## src/core/zero_cross_defs.vh

```
/*
 register map, field positions and reset values of the zero-cross unit.
 assumes a 32-bit axi4-lite slave with one register per aligned word.
*/
`ifndef ZERO_CROSS_DEFS_VH
`define ZERO_CROSS_DEFS_VH

// printed offsets are register indexes; byte address is four times these
`define IDX_DETECTOR_CONTROL  2'h0
`define IDX_RESERVED          2'h1
`define IDX_INT_EDGE_CONTROL  2'h2
`define IDX_DETECTOR_STATUS   2'h3
`define IDX_INT_MASK          3'h4
`define IDX_SLEEP_CONTROL     3'h5

`define CTRL_ENABLE_BIT       0
`define CTRL_FLIP_BIT         3
`define CTRL_PIN_OE_BIT       6
`define CTRL_KEEP_ALIVE_BIT   7
`define STAT_CROSS_BIT        0
`define STAT_STATE_BIT        4

`define RST_DETECTOR_CONTROL  8'h00
`define RST_INT_EDGE_CONTROL  8'h00
`define RST_INT_MASK          8'h01
`define RST_SLEEP_CONTROL     2'h0

`define EDGE_NONE             2'h0
`define EDGE_RISING           2'h1
`define EDGE_FALLING          2'h2
`define EDGE_BOTH             2'h3

`define SLEEP_ACTIVE          2'h0
`define SLEEP_IDLE            2'h1
`define SLEEP_STANDBY         2'h2
`define SLEEP_POWER_DOWN      2'h3

`define SYNC_STAGES           3
`endif

```

## src/core/state_sync.v

```verilog
/*
 multi-stage synchroniser for one level.
 assumes the input is asynchronous to aclk; only the last stage is read.
*/
`timescale 1ns/100ps
module state_sync #(
    parameter STAGES = 3
) (
    input  wire aclk,
    input  wire aresetn,
    input  wire async_in,
    output wire sync_out
);
    reg [STAGES-1:0] chain_q;

    always @(posedge aclk) begin
        if (!aresetn) begin
            chain_q <= {STAGES{1'b0}};
        end else begin
            chain_q <= {chain_q[STAGES-2:0], async_in};
        end
    end

    assign sync_out = chain_q[STAGES-1];
endmodule

```

## src/core/zero_cross_unit.v

```verilog
/*
 zero-cross unit control: registers over axi4-lite, polarity, pin output,
 event output, edge interrupt flag with mask, sleep gating.
 assumes the analog comparator output arrives unsynchronised on cmp_raw
 and the sleep state comes from the power manager on the same clock.
*/
// Operation
// RULE1 - output level goes out asynchronously as level event; no event inputs
// RULE2 - configured crossing sets the crossing flag in status
// RULE3 - interrupt request while edge select not none and flag set; code also needs the mask bit at one
// RULE4 - edge field: 0 none, 1 rising, 2 falling, 3 both
// RULE5 - flip bit inverts output; inverted signal drives edge detection
// RULE6 - idle sleep leaves the unit fully operating
// RULE7 - standby turns unit off unless keep-alive bit is one
// RULE8 - power-down disables unit and its pin drive
// RULE9 - pin output enable routes detector output to the pin
// RULE10 - unit works only while enable bit is one
// RULE11 - state bit shows output after three-stage synchroniser
// RULE12 - writing one clears crossing flag; zero leaves it
// RULE13 - state one when input above reference unless flipped
// RULE14 - a crossing in the clearing cycle keeps the flag set
`timescale 1ns/100ps
`include "zero_cross_defs.vh"
module zero_cross_unit #(
    parameter ADDR_W = 5
) (
    input  wire              aclk,
    input  wire              aresetn,
    input  wire              cmp_raw,
    input  wire [1:0]        sleep_state,
    output wire              zc_event,
    output wire              zc_pin_out,
    output wire              zc_pin_oe_n,
    output wire              analog_enable,
    output wire              irq,
    input  wire [ADDR_W-1:0] s_axi_awaddr,
    input  wire              s_axi_awvalid,
    output wire              s_axi_awready,
    input  wire [31:0]       s_axi_wdata,
    input  wire [3:0]        s_axi_wstrb,
    input  wire              s_axi_wvalid,
    output wire              s_axi_wready,
    output wire [1:0]        s_axi_bresp,
    output wire              s_axi_bvalid,
    input  wire              s_axi_bready,
    input  wire [ADDR_W-1:0] s_axi_araddr,
    input  wire              s_axi_arvalid,
    output wire              s_axi_arready,
    output wire [31:0]       s_axi_rdata,
    output wire [1:0]        s_axi_rresp,
    output wire              s_axi_rvalid,
    input  wire              s_axi_rready
);
    reg  [7:0]        ctrl_q;
    reg  [1:0]        edge_sel_q;
    reg               cross_q;
    reg               mask_q;
    reg               state_prev_q;
    reg               aw_got_q;
    reg               w_got_q;
    reg  [ADDR_W-1:0] aw_addr_q;
    reg  [31:0]       wdata_q;
    reg  [3:0]        wstrb_q;
    reg               bvalid_q;
    reg  [1:0]        bresp_q;
    reg               rvalid_q;
    reg  [31:0]       rdata_q;
    reg  [1:0]        rresp_q;
    reg  [31:0]       rd_word;
    reg               rd_ok;
    reg               wr_ok;
    reg               edge_hit;
    wire              unit_on;
    wire              flipped;
    wire              state_sync;
    wire              do_write;
    wire              cross_clear;
    wire              rise;
    wire              fall;
    wire [2:0]        wr_idx;
    wire [2:0]        rd_idx;

    // unit powered only when enabled and sleep allows it
    assign unit_on = ctrl_q[`CTRL_ENABLE_BIT] &&                      // [RULE10]
                     (sleep_state == `SLEEP_ACTIVE ||
                      sleep_state == `SLEEP_IDLE ||                   // [RULE6]
                      (sleep_state == `SLEEP_STANDBY &&
                       ctrl_q[`CTRL_KEEP_ALIVE_BIT]));               // [RULE7] [RULE8]
    assign analog_enable = unit_on;

    // combinational path keeps the event live while this clock is stopped
    assign flipped  = (cmp_raw ^ ctrl_q[`CTRL_FLIP_BIT]) & unit_on;    // [RULE5] [RULE13]
    assign zc_event = flipped;                                        // [RULE1]
    assign zc_pin_out  = flipped;
    assign zc_pin_oe_n = ~(ctrl_q[`CTRL_PIN_OE_BIT] & unit_on);       // [RULE9] [RULE8]

    state_sync #(
        .STAGES (`SYNC_STAGES)
    ) u_sync (
        .aclk     (aclk),
        .aresetn  (aresetn),
        .async_in (flipped),
        .sync_out (state_sync)
    );                                                                // [RULE11]

    // edges taken after flip so polarity also flips the trigger
    assign rise = state_sync & ~state_prev_q;                         // [RULE5]
    assign fall = ~state_sync & state_prev_q;

    always @* begin
        case (edge_sel_q)                                             // [RULE4]
            `EDGE_RISING:  edge_hit = rise;
            `EDGE_FALLING: edge_hit = fall;
            `EDGE_BOTH:    edge_hit = rise | fall;
            default:       edge_hit = 1'b0;
        endcase
    end

    // axi write: address and data accepted in either order
    assign s_axi_awready = ~aw_got_q & ~bvalid_q;
    assign s_axi_wready  = ~w_got_q & ~bvalid_q;
    assign do_write = aw_got_q & w_got_q & ~bvalid_q;
    assign wr_idx   = aw_addr_q[4:2];
    assign rd_idx   = s_axi_araddr[4:2];

    always @* begin
        case (wr_idx)
            {1'b0, `IDX_DETECTOR_CONTROL}, {1'b0, `IDX_RESERVED},
            {1'b0, `IDX_INT_EDGE_CONTROL}, {1'b0, `IDX_DETECTOR_STATUS},
            `IDX_INT_MASK: wr_ok = 1'b1;
            default:       wr_ok = 1'b0;
        endcase
    end

    assign cross_clear = do_write && wstrb_q[0] && wr_idx == {1'b0, `IDX_DETECTOR_STATUS} &&
                         wdata_q[`STAT_CROSS_BIT];                    // [RULE12]

    always @(posedge aclk) begin
        if (!aresetn) begin
            aw_got_q  <= 1'b0;
            w_got_q   <= 1'b0;
            aw_addr_q <= {ADDR_W{1'b0}};
            wdata_q   <= 32'h0000_0000;
            wstrb_q   <= 4'h0;
            bvalid_q  <= 1'b0;
            bresp_q   <= 2'h0;
            ctrl_q    <= `RST_DETECTOR_CONTROL;
            edge_sel_q <= 2'h0;
            mask_q    <= 1'b1;
        end else begin
            if (s_axi_awvalid && s_axi_awready) begin
                aw_got_q  <= 1'b1;
                aw_addr_q <= s_axi_awaddr;
            end
            if (s_axi_wvalid && s_axi_wready) begin
                w_got_q <= 1'b1;
                wdata_q <= s_axi_wdata;
                wstrb_q <= s_axi_wstrb;
            end
            if (do_write) begin
                aw_got_q <= 1'b0;
                w_got_q  <= 1'b0;
                bvalid_q <= 1'b1;
                bresp_q  <= wr_ok ? 2'h0 : 2'h2;
                if (wstrb_q[0]) begin
                    if (wr_idx == {1'b0, `IDX_DETECTOR_CONTROL})
                        ctrl_q <= wdata_q[7:0] & 8'hc9;
                    if (wr_idx == {1'b0, `IDX_INT_EDGE_CONTROL})
                        edge_sel_q <= wdata_q[1:0];
                    if (wr_idx == `IDX_INT_MASK)
                        mask_q <= wdata_q[0];
                end
            end else if (bvalid_q && s_axi_bready) begin
                bvalid_q <= 1'b0;
            end
        end
    end

    // flag: set wins over a simultaneous clear
    always @(posedge aclk) begin
        if (!aresetn) begin
            cross_q      <= 1'b0;
            state_prev_q <= 1'b0;
        end else begin
            state_prev_q <= state_sync;
            if (edge_hit)
                cross_q <= 1'b1;                                      // [RULE2] [RULE14]
            else if (cross_clear)
                cross_q <= 1'b0;                                      // [RULE12]
        end
    end

    // request needs a live edge select as well as the flag
    assign irq = cross_q && edge_sel_q != `EDGE_NONE && mask_q;       // [RULE3]

    always @* begin
        rd_word = 32'h0000_0000;
        rd_ok   = 1'b1;
        case (rd_idx)
            {1'b0, `IDX_DETECTOR_CONTROL}: rd_word[7:0] = ctrl_q;
            {1'b0, `IDX_RESERVED}:         rd_word = 32'h0000_0000;
            {1'b0, `IDX_INT_EDGE_CONTROL}: rd_word[1:0] = edge_sel_q;
            {1'b0, `IDX_DETECTOR_STATUS}: begin
                rd_word[`STAT_STATE_BIT] = state_sync;                // [RULE11]
                rd_word[`STAT_CROSS_BIT] = cross_q;
            end
            `IDX_INT_MASK:                 rd_word[0] = mask_q;
            `IDX_SLEEP_CONTROL:            rd_word[1:0] = sleep_state;
            default:                       rd_ok = 1'b0;
        endcase
    end

    assign s_axi_arready = ~rvalid_q;

    always @(posedge aclk) begin
        if (!aresetn) begin
            rvalid_q <= 1'b0;
            rdata_q  <= 32'h0000_0000;
            rresp_q  <= 2'h0;
        end else if (s_axi_arvalid && s_axi_arready) begin
            rvalid_q <= 1'b1;
            rdata_q  <= rd_word;
            rresp_q  <= rd_ok ? 2'h0 : 2'h2;
        end else if (rvalid_q && s_axi_rready) begin
            rvalid_q <= 1'b0;
        end
    end

    assign s_axi_bvalid = bvalid_q;
    assign s_axi_bresp  = bresp_q;
    assign s_axi_rvalid = rvalid_q;
    assign s_axi_rdata  = rdata_q;
    assign s_axi_rresp  = rresp_q;
endmodule

```

## config.mk

```make
export PLATFORM = sky130hd
export DESIGN_NAME = zero_cross_unit
export DESIGN_NICKNAME = d
export VERILOG_FILES = /design/src/core/state_sync.v /design/src/core/zero_cross_unit.v
export VERILOG_INCLUDE_DIRS = /design/src /design/src/core
export SDC_FILE = /design/constraint.sdc
export NUM_CORES = 1
export LEC_CHECK = 0
export ABC_AREA = 1
export ABC_CLOCK_PERIOD_IN_PS = 2530
export CAP_MARGIN = 40
export CORE_UTILIZATION = 66
export CTS_CLUSTER_SIZE = 8
export DETAILED_ROUTE_END_ITERATION = 8
export DONT_BUFFER_PORTS = 1
export PLACE_DENSITY = 0.93
export SLEW_MARGIN = 20
export SYNTH_ARGS = -nofsm -noshare
export SYNTH_HDL_FRONTEND = slang
export SYNTH_SLANG_ARGS = --single-unit
```

## constraint.sdc

```tcl
create_clock -name aclk -period 2.53 [get_ports aclk]
set_input_delay 0.253 -clock aclk [delete_from_list [all_inputs] [get_ports aclk]]
set_output_delay 0.253 -clock aclk [all_outputs]
set_load 0.01 [all_outputs]
```

* After elaboration in Yosys (flattened, before gate mapping)
Index checks and enable logic that the tools add are counted.
** Word-level totals
- Word-level logic and storage cells :: 91
- Memory bits (writable) :: 0
- Register bits :: 42
- Output and inout port bits :: 46
- ROM bits :: 0
- Memories :: 0
- Bits of input ports :: 56
- Latch bits :: 0
** Operators by class
- $add $sub $neg :: 0
- Shift operators :: 0
- Divide/modulo/power cells :: 0
- Muxes and demuxes :: 16
- Multipliers :: 0
- Bitwise operators :: 18
- Reduce and logical (&&, ||, !) cells :: 27
- Equal/unequal tests :: 14
- $lt $le $gt $ge :: 0
** Operators with widths (count)
- 3-bit by 2-bit equality test with 1-bit output (second input constant) :: 4
- 1-bit logical AND :: 12
- 3-bit equality test (second input constant) :: 3
- 1-bit two-way mux :: 9
- 3-bit AND reduction :: 3
- 1-bit bitwise AND :: 8
- 1-bit NOT :: 8
- 2-bit nonzero test :: 4
- 2-bit equality test (second input constant) :: 3
- 3-bit by 1-bit equality test with 1-bit output (second input constant) :: 2
- 3-bit logical NOT :: 2
- 2-bit two-way mux :: 3
- 6-bit OR reduction :: 1
- 1-bit case mux with 5 select lines :: 1
- 5-bit OR reduction :: 1
- 2-bit by 1-bit equality test with 1-bit output (second input constant) :: 2
- 3-bit two-way mux :: 1
- 1-bit case mux with 3 select lines :: 1
- 2-bit logical NOT :: 1
- 1-bit logical OR :: 2
- 1-bit case mux with 2 select lines :: 1
- 2-bit OR reduction :: 1
- 1-bit OR :: 1
- 1-bit bitwise XOR :: 1

* Longest topological paths before layout
Gate-level depths: netlist (run 1).
- Depth after elaboration :: 7
- Depth in mapped cells :: 6
- Depth with buffers taken out :: 6

* Hierarchy
Synthesis (run 1) repeated with hierarchy kept, for this count alone.
** Second synthesis, totals
- Cell total of the unflattened synthesis :: 215
- Area total of the unflattened synthesis :: 1604.0 µm²
** By module, submodules not included
- zero_cross_unit :: cells an instance 206, times used 1, sequential area each 600.6 µm², area each 1521.5 µm²
- state_sync :: cells an instance 9, times used 1, sequential area each 60.1 µm², area each 82.6 µm²

* Worst setup path before layout (run 1)
Ideal clock, no wire load.
- Path kind :: reg2out
- Start :: register ctrl_q[7]
- End :: output zc_pin_out
- Required time :: 2.277 ns
- Buffers on the path :: 1
- Setup slack :: 1.338 ns
- Cell stages (with the launch flop) :: 6
- Arrival time :: 0.939 ns
- Path through :: dfxtp_1 inv_1 o21ai_0 nand2_1 nor2_1 buf_4
** Between the ends
- Word-level cells in the longest chain between the ends :: 4
** Ends and longest elaborated chain
- from (decl) :: RTL line zero_cross_unit.v:54 : reg [7:0] ctrl_q;
- from (signal assigned) :: RTL line zero_cross_unit.v:147 : ctrl_q <= `RST_DETECTOR_CONTROL;
- from (signal assigned) :: RTL line zero_cross_unit.v:167 : ctrl_q <= wdata_q[7:0] & 8'hc9;
- 1-bit logical AND :: RTL line zero_cross_unit.v:87 : (sleep_state == `SLEEP_STANDBY &&
- 1-bit logical OR :: RTL line zero_cross_unit.v:85 : (sleep_state == `SLEEP_ACTIVE ||
- 1-bit logical AND :: RTL line zero_cross_unit.v:84 : assign unit_on = ctrl_q[`CTRL_ENABLE_BIT] &&
- 1-bit bitwise AND :: RTL line zero_cross_unit.v:92 : assign flipped = (cmp_raw ^ ctrl_q[`CTRL_FLIP_BIT]) & unit_on;
- to (decl) :: RTL line zero_cross_unit.v:32 : output wire zc_pin_out,
Every way passes these cells.

* Worst setup path after layout (run 1)
Same ends and word-level chain as after synthesis.

==> results of run 1 <==
-- routing by layer --
layer  share of wire [%]  wire, um  vias up
met1                  41      1230      595
met2                  50      1490       48
met3                 6.0       179        7
met5                   0         0        -
li1                    -         -      655
met4                 2.9        86        0
-- stage by stage --
step / hold slack [ps] / setup slack (ps)
final: 11.7 / 915
after global routing: 16.5 / 807
after CTS: 3.14 / 909
after detailed placement: 345 / 1280
after global placement: 344 / 1300
after floorplan: 390 / 1340
-- critical path, delay by kind of cell, from the launching register on --
family                 cells  cell delay, ps
and+or+nand+nor            2             470
AOI/OAI and AO/OA          1             130
DFF                        1             380
buffers and inverters      1              50
-- registers in the layout, summed over array words and instances, names as in the netlist --
signal and count:
mask_q 1, aw_addr_q 3, wstrb_q 1, s_axi_rdata 6, state_prev_q 1, s_axi_rvalid 1
ctrl_q 4, edge_sel_q 2, aw_got_q 1, s_axi_bresp 1, w_got_q 1, s_axi_bvalid 1
cross_q 1, s_axi_rresp 1, u_sync.chain_q 3, wdata_q 5
-- cells in the mapped netlist --
cell,n
a21oi_1,21
a31oi_1,1
buf_1,1
buf_2,4
buf_4,29
buf_6,1
conb_1,1
dfxtp_1,33
ha_1,2
inv_1,28
inv_2,1
nand2_1,25
nand3_1,5
nand3_2,1
nand4_1,11
nand4_4,1
nor2_1,24
nor2_2,2
nor2_4,2
nor3_1,4
nor3_4,1
o21a_1,1
o21ai_0,21
xnor2_1,1
-- how the worst max path moves through the flow --
stage	from	to	slack, ps	cells past startpoint
floorplan	ctrl_q[7]	zc_pin_out	1340	5
global placement	s_axi_bvalid	wdata_q[7]	1300	4
detailed placement	ctrl_q[7]	zc_pin_out	1280	4
CTS	ctrl_q[7]	zc_pin_out	910	4
global route	ctrl_q[7]	zc_pin_out	810	4
finish	ctrl_q[7]	zc_pin_out	920	4
-- report_power, final --
group | total (mW) | switching [mW] | internal (mW)
Sequential | 0.576 | 0.0293 | 0.547
Combinational | 0.106 | 0.0778 | 0.0285
Clock | 0.297 | 0.166 | 0.131
-- cell families (layout without fill, tap and decap cells) --
group	after synthesis	in the layout	synth area share, %
AO/OA/AOI/OAI	44	44	13.5
XOR/XNOR	1	1	0.526
adder cells (fa/ha/maj)	2	2	1.50
buffers and inverters	64	37	21.7
flip-flops	33	33	39.7
other	1	28	0.225
AND/OR/NAND/NOR	76	76	22.9
-- layout make-up --
class	count	share of cell area [%]
multi-input cells	151	46.1
inverters	29	6.75
flip-flops and latches	33	41.0
clock buffers	7	3.41
repair buffers	1	0.621
well taps	28	2.17
==> flow_summary.ini, run 1 <==
[status]
run_status = complete, no violations

[drt]
drt_iter0_drc = 36
dr.pass1.iters = 4
postRouteAntennaNets = 0
routed_wl_mm = 2.99
via_count = 1305
drc = 0
via_per_inst = 5.24
routedWlPerCell_um = 12.0

[pwr]
leakage_nw = 0.697
p_total_mw = 0.980
ir_worst_vdd_mv = 0.496
p_per_area_mw_per_mm2 = 607

[clock_network]
post_cts_buffers = 0
cts_resized = 0
clk_pin_slew_ps = 90
cts.sinks = 33
numCtsBuffers = 5
cts_tree = done
clk_latency_ps = 340
h-tree-depth = 2
clock_path_buffers = 2
cts-hold-fix-buffers = 1
root_buffer = clkbuf_4

[timing]
rsz0062_at_grt = false
fmax_mhz = 619
hold_violations = 0
drv_slew = 0
min_period_ps = 1610
setup_violations = 0
layout_worst_path_cycle_share_pct = 63.8
fin_setup_tns_ps = 0
fin_skew_ps = 7.41

[setup_path]
reg2reg_slack_ps = 1270
crit_type = flip-flop to output port
path_max_fanout = 3
slowest_delay_ps = 380
cp.required_ps = 2280
end_kind = output port
worst_ep_arrival_time_ps = 1360
crit_path_start_kind = flip-flop
r2r_start = s_axi_bvalid
crit_slowest_cell = dfxtp_1
r2r-end = aw_addr_q[3]
rr_worst_depth = 4
path_cells = inv_1 > o21ai_0 > nand2_1 > nor2_1

[synth]
syn_area_sq_mm = 0.00166
netlist.top_cell.by_area = dfxtp_1
ys_types = 24
synth_cells = 221
yosys_warnings = 0
yosys.area.top_type_share_pct = 39.7
ys_seq_area_share_pct = 39.7
synthTopCellsByArea = dfxtp_1 40%, buf_4 13%, a21oi_1 6.3%
synth_area_per_cell_sq_um = 7.53
synth-seq-cells = 33

[floorplanning]
die_area_sq_mm = 0.00273
dieWidth_um = 52.2
rows = 17
coreArea_sq_mm = 0.00230
start_util_pct = 72.4
die_y_um = 52.2
io_pins = 102

[global_route]
grt-ovfl-total = 0
grt_pass1_wl_mm = 4.51
grt_util_met2_pct = 38.2
grt_use_met1_pct = 26.2
antenna_found_initial = 0
globalRouteMet3Util_pct = 6.67
grt_pass1_vias = 1066
grt_use_total_pct = 23.6
grt-busiest-layer = met2
grt_max_degree = 30

[final_layout]
layout_commonest_cell = dfxtp_1
antenna_cells = 0
final_cells = 249
syn_to_final_growth_pct = -3.08
seqCellArea_sq_um = 661
nNetsFinal = 279
drive_gt1_share_pct = 6.33
layout_common_cells = 33 x dfxtp_1, 28 x inv_1, 28 x conb_1
fin_util_pct = 70.2
fin_area_sq_mm = 0.00161
multi_input_area_sq_um = 743
nFillCells = 195

[worst_hold_path]
hold_end = u_sync.chain_q[2]
min_path_cells = 2
hold_class = input port to flip-flop
worstHoldStart = aresetn

[flow_run]
cap_violations = 0

[placement]
dpl_cell_area_sq_mm = 0.00155
globalplace.congestion = 0.809
dp_hpwl_mm = 2.10
numPortBuffers = 0
place_inst = 241
(Power assumes the default switching activity.)
==> run 2, diff against run 1 <==
--- a/config.mk
+++ b/config.mk
@@ -7,13 +7,13 @@
 export NUM_CORES = 1
 export LEC_CHECK = 0
 export ABC_AREA = 1
-export ABC_CLOCK_PERIOD_IN_PS = 2530
+export ABC_CLOCK_PERIOD_IN_PS = 1500
 export CAP_MARGIN = 40
-export CORE_UTILIZATION = 66
+export CORE_UTILIZATION = 62
 export CTS_CLUSTER_SIZE = 8
 export DETAILED_ROUTE_END_ITERATION = 8
 export DONT_BUFFER_PORTS = 1
-export PLACE_DENSITY = 0.93
+export PLACE_DENSITY = 0.89
 export SLEW_MARGIN = 20
 export SYNTH_ARGS = -nofsm -noshare
 export SYNTH_HDL_FRONTEND = slang
==> constraint.sdc (replaced) <==
create_clock -name aclk -period 1.5 [get_ports aclk]
set_input_delay 0.15 -clock aclk [delete_from_list [all_inputs] [get_ports aclk]]
set_output_delay 0.15 -clock aclk [all_outputs]
set_load 0.01 [all_outputs]
==> flow_summary.ini, run 2 (synthesized netlist as in run 1, its figures left out) <==
[drt]
routed_wl_mm = 3.19
via_count = 1407
wl_met1_mm = 1.26
dr.pass1.iters = 4
wl_met3_um = 265
routedWlPerCell_um = 12.0
via_per_inst = 5.29
top_layer_used = met4
drt_iter0_drc = 76
dr_wl_met2_mm = 1.58
drc = 0
postRouteAntennaNets = 0

[final_layout]
syn_to_final_growth_pct = 5.26
largest_reg_flops = 6
layout_commonest_cell = dfxtp_1
layout_common_cells = 32 x dfxtp_1, 28 x conb_1, 27 x inv_1
antenna_cells = 0
nFillCells = 193
nNetsFinal = 293
drive_gt1_share_pct = 8.90
multi_input_area_sq_um = 746
seqCellArea_sq_um = 662
final_cells = 266

[clock_network]
cts.sinks = 33
numCtsBuffers = 5
clk_pin_slew_ps = 100
clock_path_buffers = 2
root_buffer = clkbuf_4
clk_latency_ps = 340
h-tree-depth = 2
cts_tree = done

[floorplanning]
die_area_sq_mm = 0.00289
rows = 18
dieWidth_um = 53.8
die_y_um = 53.8
io_pins = 102
coreArea_sq_mm = 0.00250
start_util_pct = 66.6

[timing]
setup_violations = 0
fin_skew_ps = 6.03
fin_setup_tns_ps = 0
whs_ps = 9.31
layout_worst_path_cycle_share_pct = 94.6
max_slew_margin_pct = 66.1
rsz0062_at_grt = true
hold_violations = 0
fmax_mhz = 705
min_period_ps = 1420
drv_slew = 0
worst_slew_pin_slew_ps = 508

[global_route]
antenna_found_initial = 0
grt_pass1_wl_mm = 4.97
grt_pass1_vias = 1193
grt-ovfl-total = 0
grt_max_degree = 29
grt_use_total_pct = 25.0

[placement]
globalplace.congestion = 0.798
place_inst = 245
dp_hpwl_mm = 1.98
numPortBuffers = 0

[setup_path]
path_max_fanout = 3
worst_ep_arrival_time_ps = 1270
crit_path_start_kind = flip-flop
cp.required_ps = 1350
crit_type = flip-flop to output port
end_kind = output port

[pwr]
ir_worst_vdd_mv = 0.915
leakage_nw = 0.756
p_per_area_mw_per_mm2 = 955

[flow_run]
cap_violations = 0

[worst_hold_path]
hold_class = input port to flip-flop

[status]
run_status = complete, no violations
-- run 2: cell types whose count changed in the layout (fill, tap and decap cells not counted) --
cell           delta
inv_2             +1
buf_4             +2
buf_6             +1
nor2_2            +1
dfxtp_2           +1
dlygate4sd3_1    +11
dfxtp_1           -1
clkinv_2          +2
inv_1             -1
clkbuf_8          -1
nor2_1            -1
-- run 2: layout make-up --
| class | instances | share of cell area (%) |
|---|---|---|
| multi-input combinational | 151 | 42.6 |
| inverter | 29 | 6.21 |
| sequential | 33 | 37.8 |
| tap | 30 | 2.14 |
| clock inverter | 2 | 0.571 |
| clock buffer | 6 | 2.36 |
| timing repair buffer | 15 | 8.36 |
-- run 2: worst paths after layout --
| kind | start | to | slack (ps) | cells past startpoint |
|---|---|---|---|---|
| setup / recovery | ctrl_q[7] | zc_pin_out | 80 | 4 |
| hold / removal | s_axi_araddr[3] | s_axi_rdata[1] | 9 | 2 |
| setup reg to reg | w_got_q | wdata_q[3] | 200 | 4 |
| hold reg to reg | u_sync.chain_q[0] | u_sync.chain_q[1] | 430 | 2 |
-- run 2: report_power, final --
part | internal (mW) | switching, mW | leakage (nW)
sequential | 0.922 | 0.0479 | 0.271
clock | 0.178 | 0.299 | 0.0320
combinational | 0.0743 | 0.151 | 0.453
total | 1.17 | 0.498 | 0.756
-- run 2: timing repair --
action	CTS	global route
hold buffers	10	2
setup endpoints to repair	2	3
setup buffers	0	0
hold endpoints to repair	30	2
resized for setup	1	2
-- run 2: metal layers --
layer / GRT usage, % / vias to the layer above
met5: 0 / -
li1: - / 689
met4: 11.8 / 0
met1: 28.5 / 630
met2: 42.2 / 78
met3: 7.63 / 10
-- run 2: per-stage QoR --
step	cell area [sq um]	worst slack, ps	power (mW)	utilization (%)
after floorplan	1770	411	1.20	-
after global placement	1570	283	1.16	62.6
after global routing	1750	-0.279	1.75	70.1
final	1750	81.1	1.67	70.1
after detailed placement	1570	275	1.17	62.6
after CTS	1720	54.3	1.66	68.8
-- run 2: worst max-delay path, cell delays in order (launching register included) --
cell and delay [ps]:
dfxtp_2 370, inv_1 40, o21ai_0 150, nand2_1 140, nor2_2 230
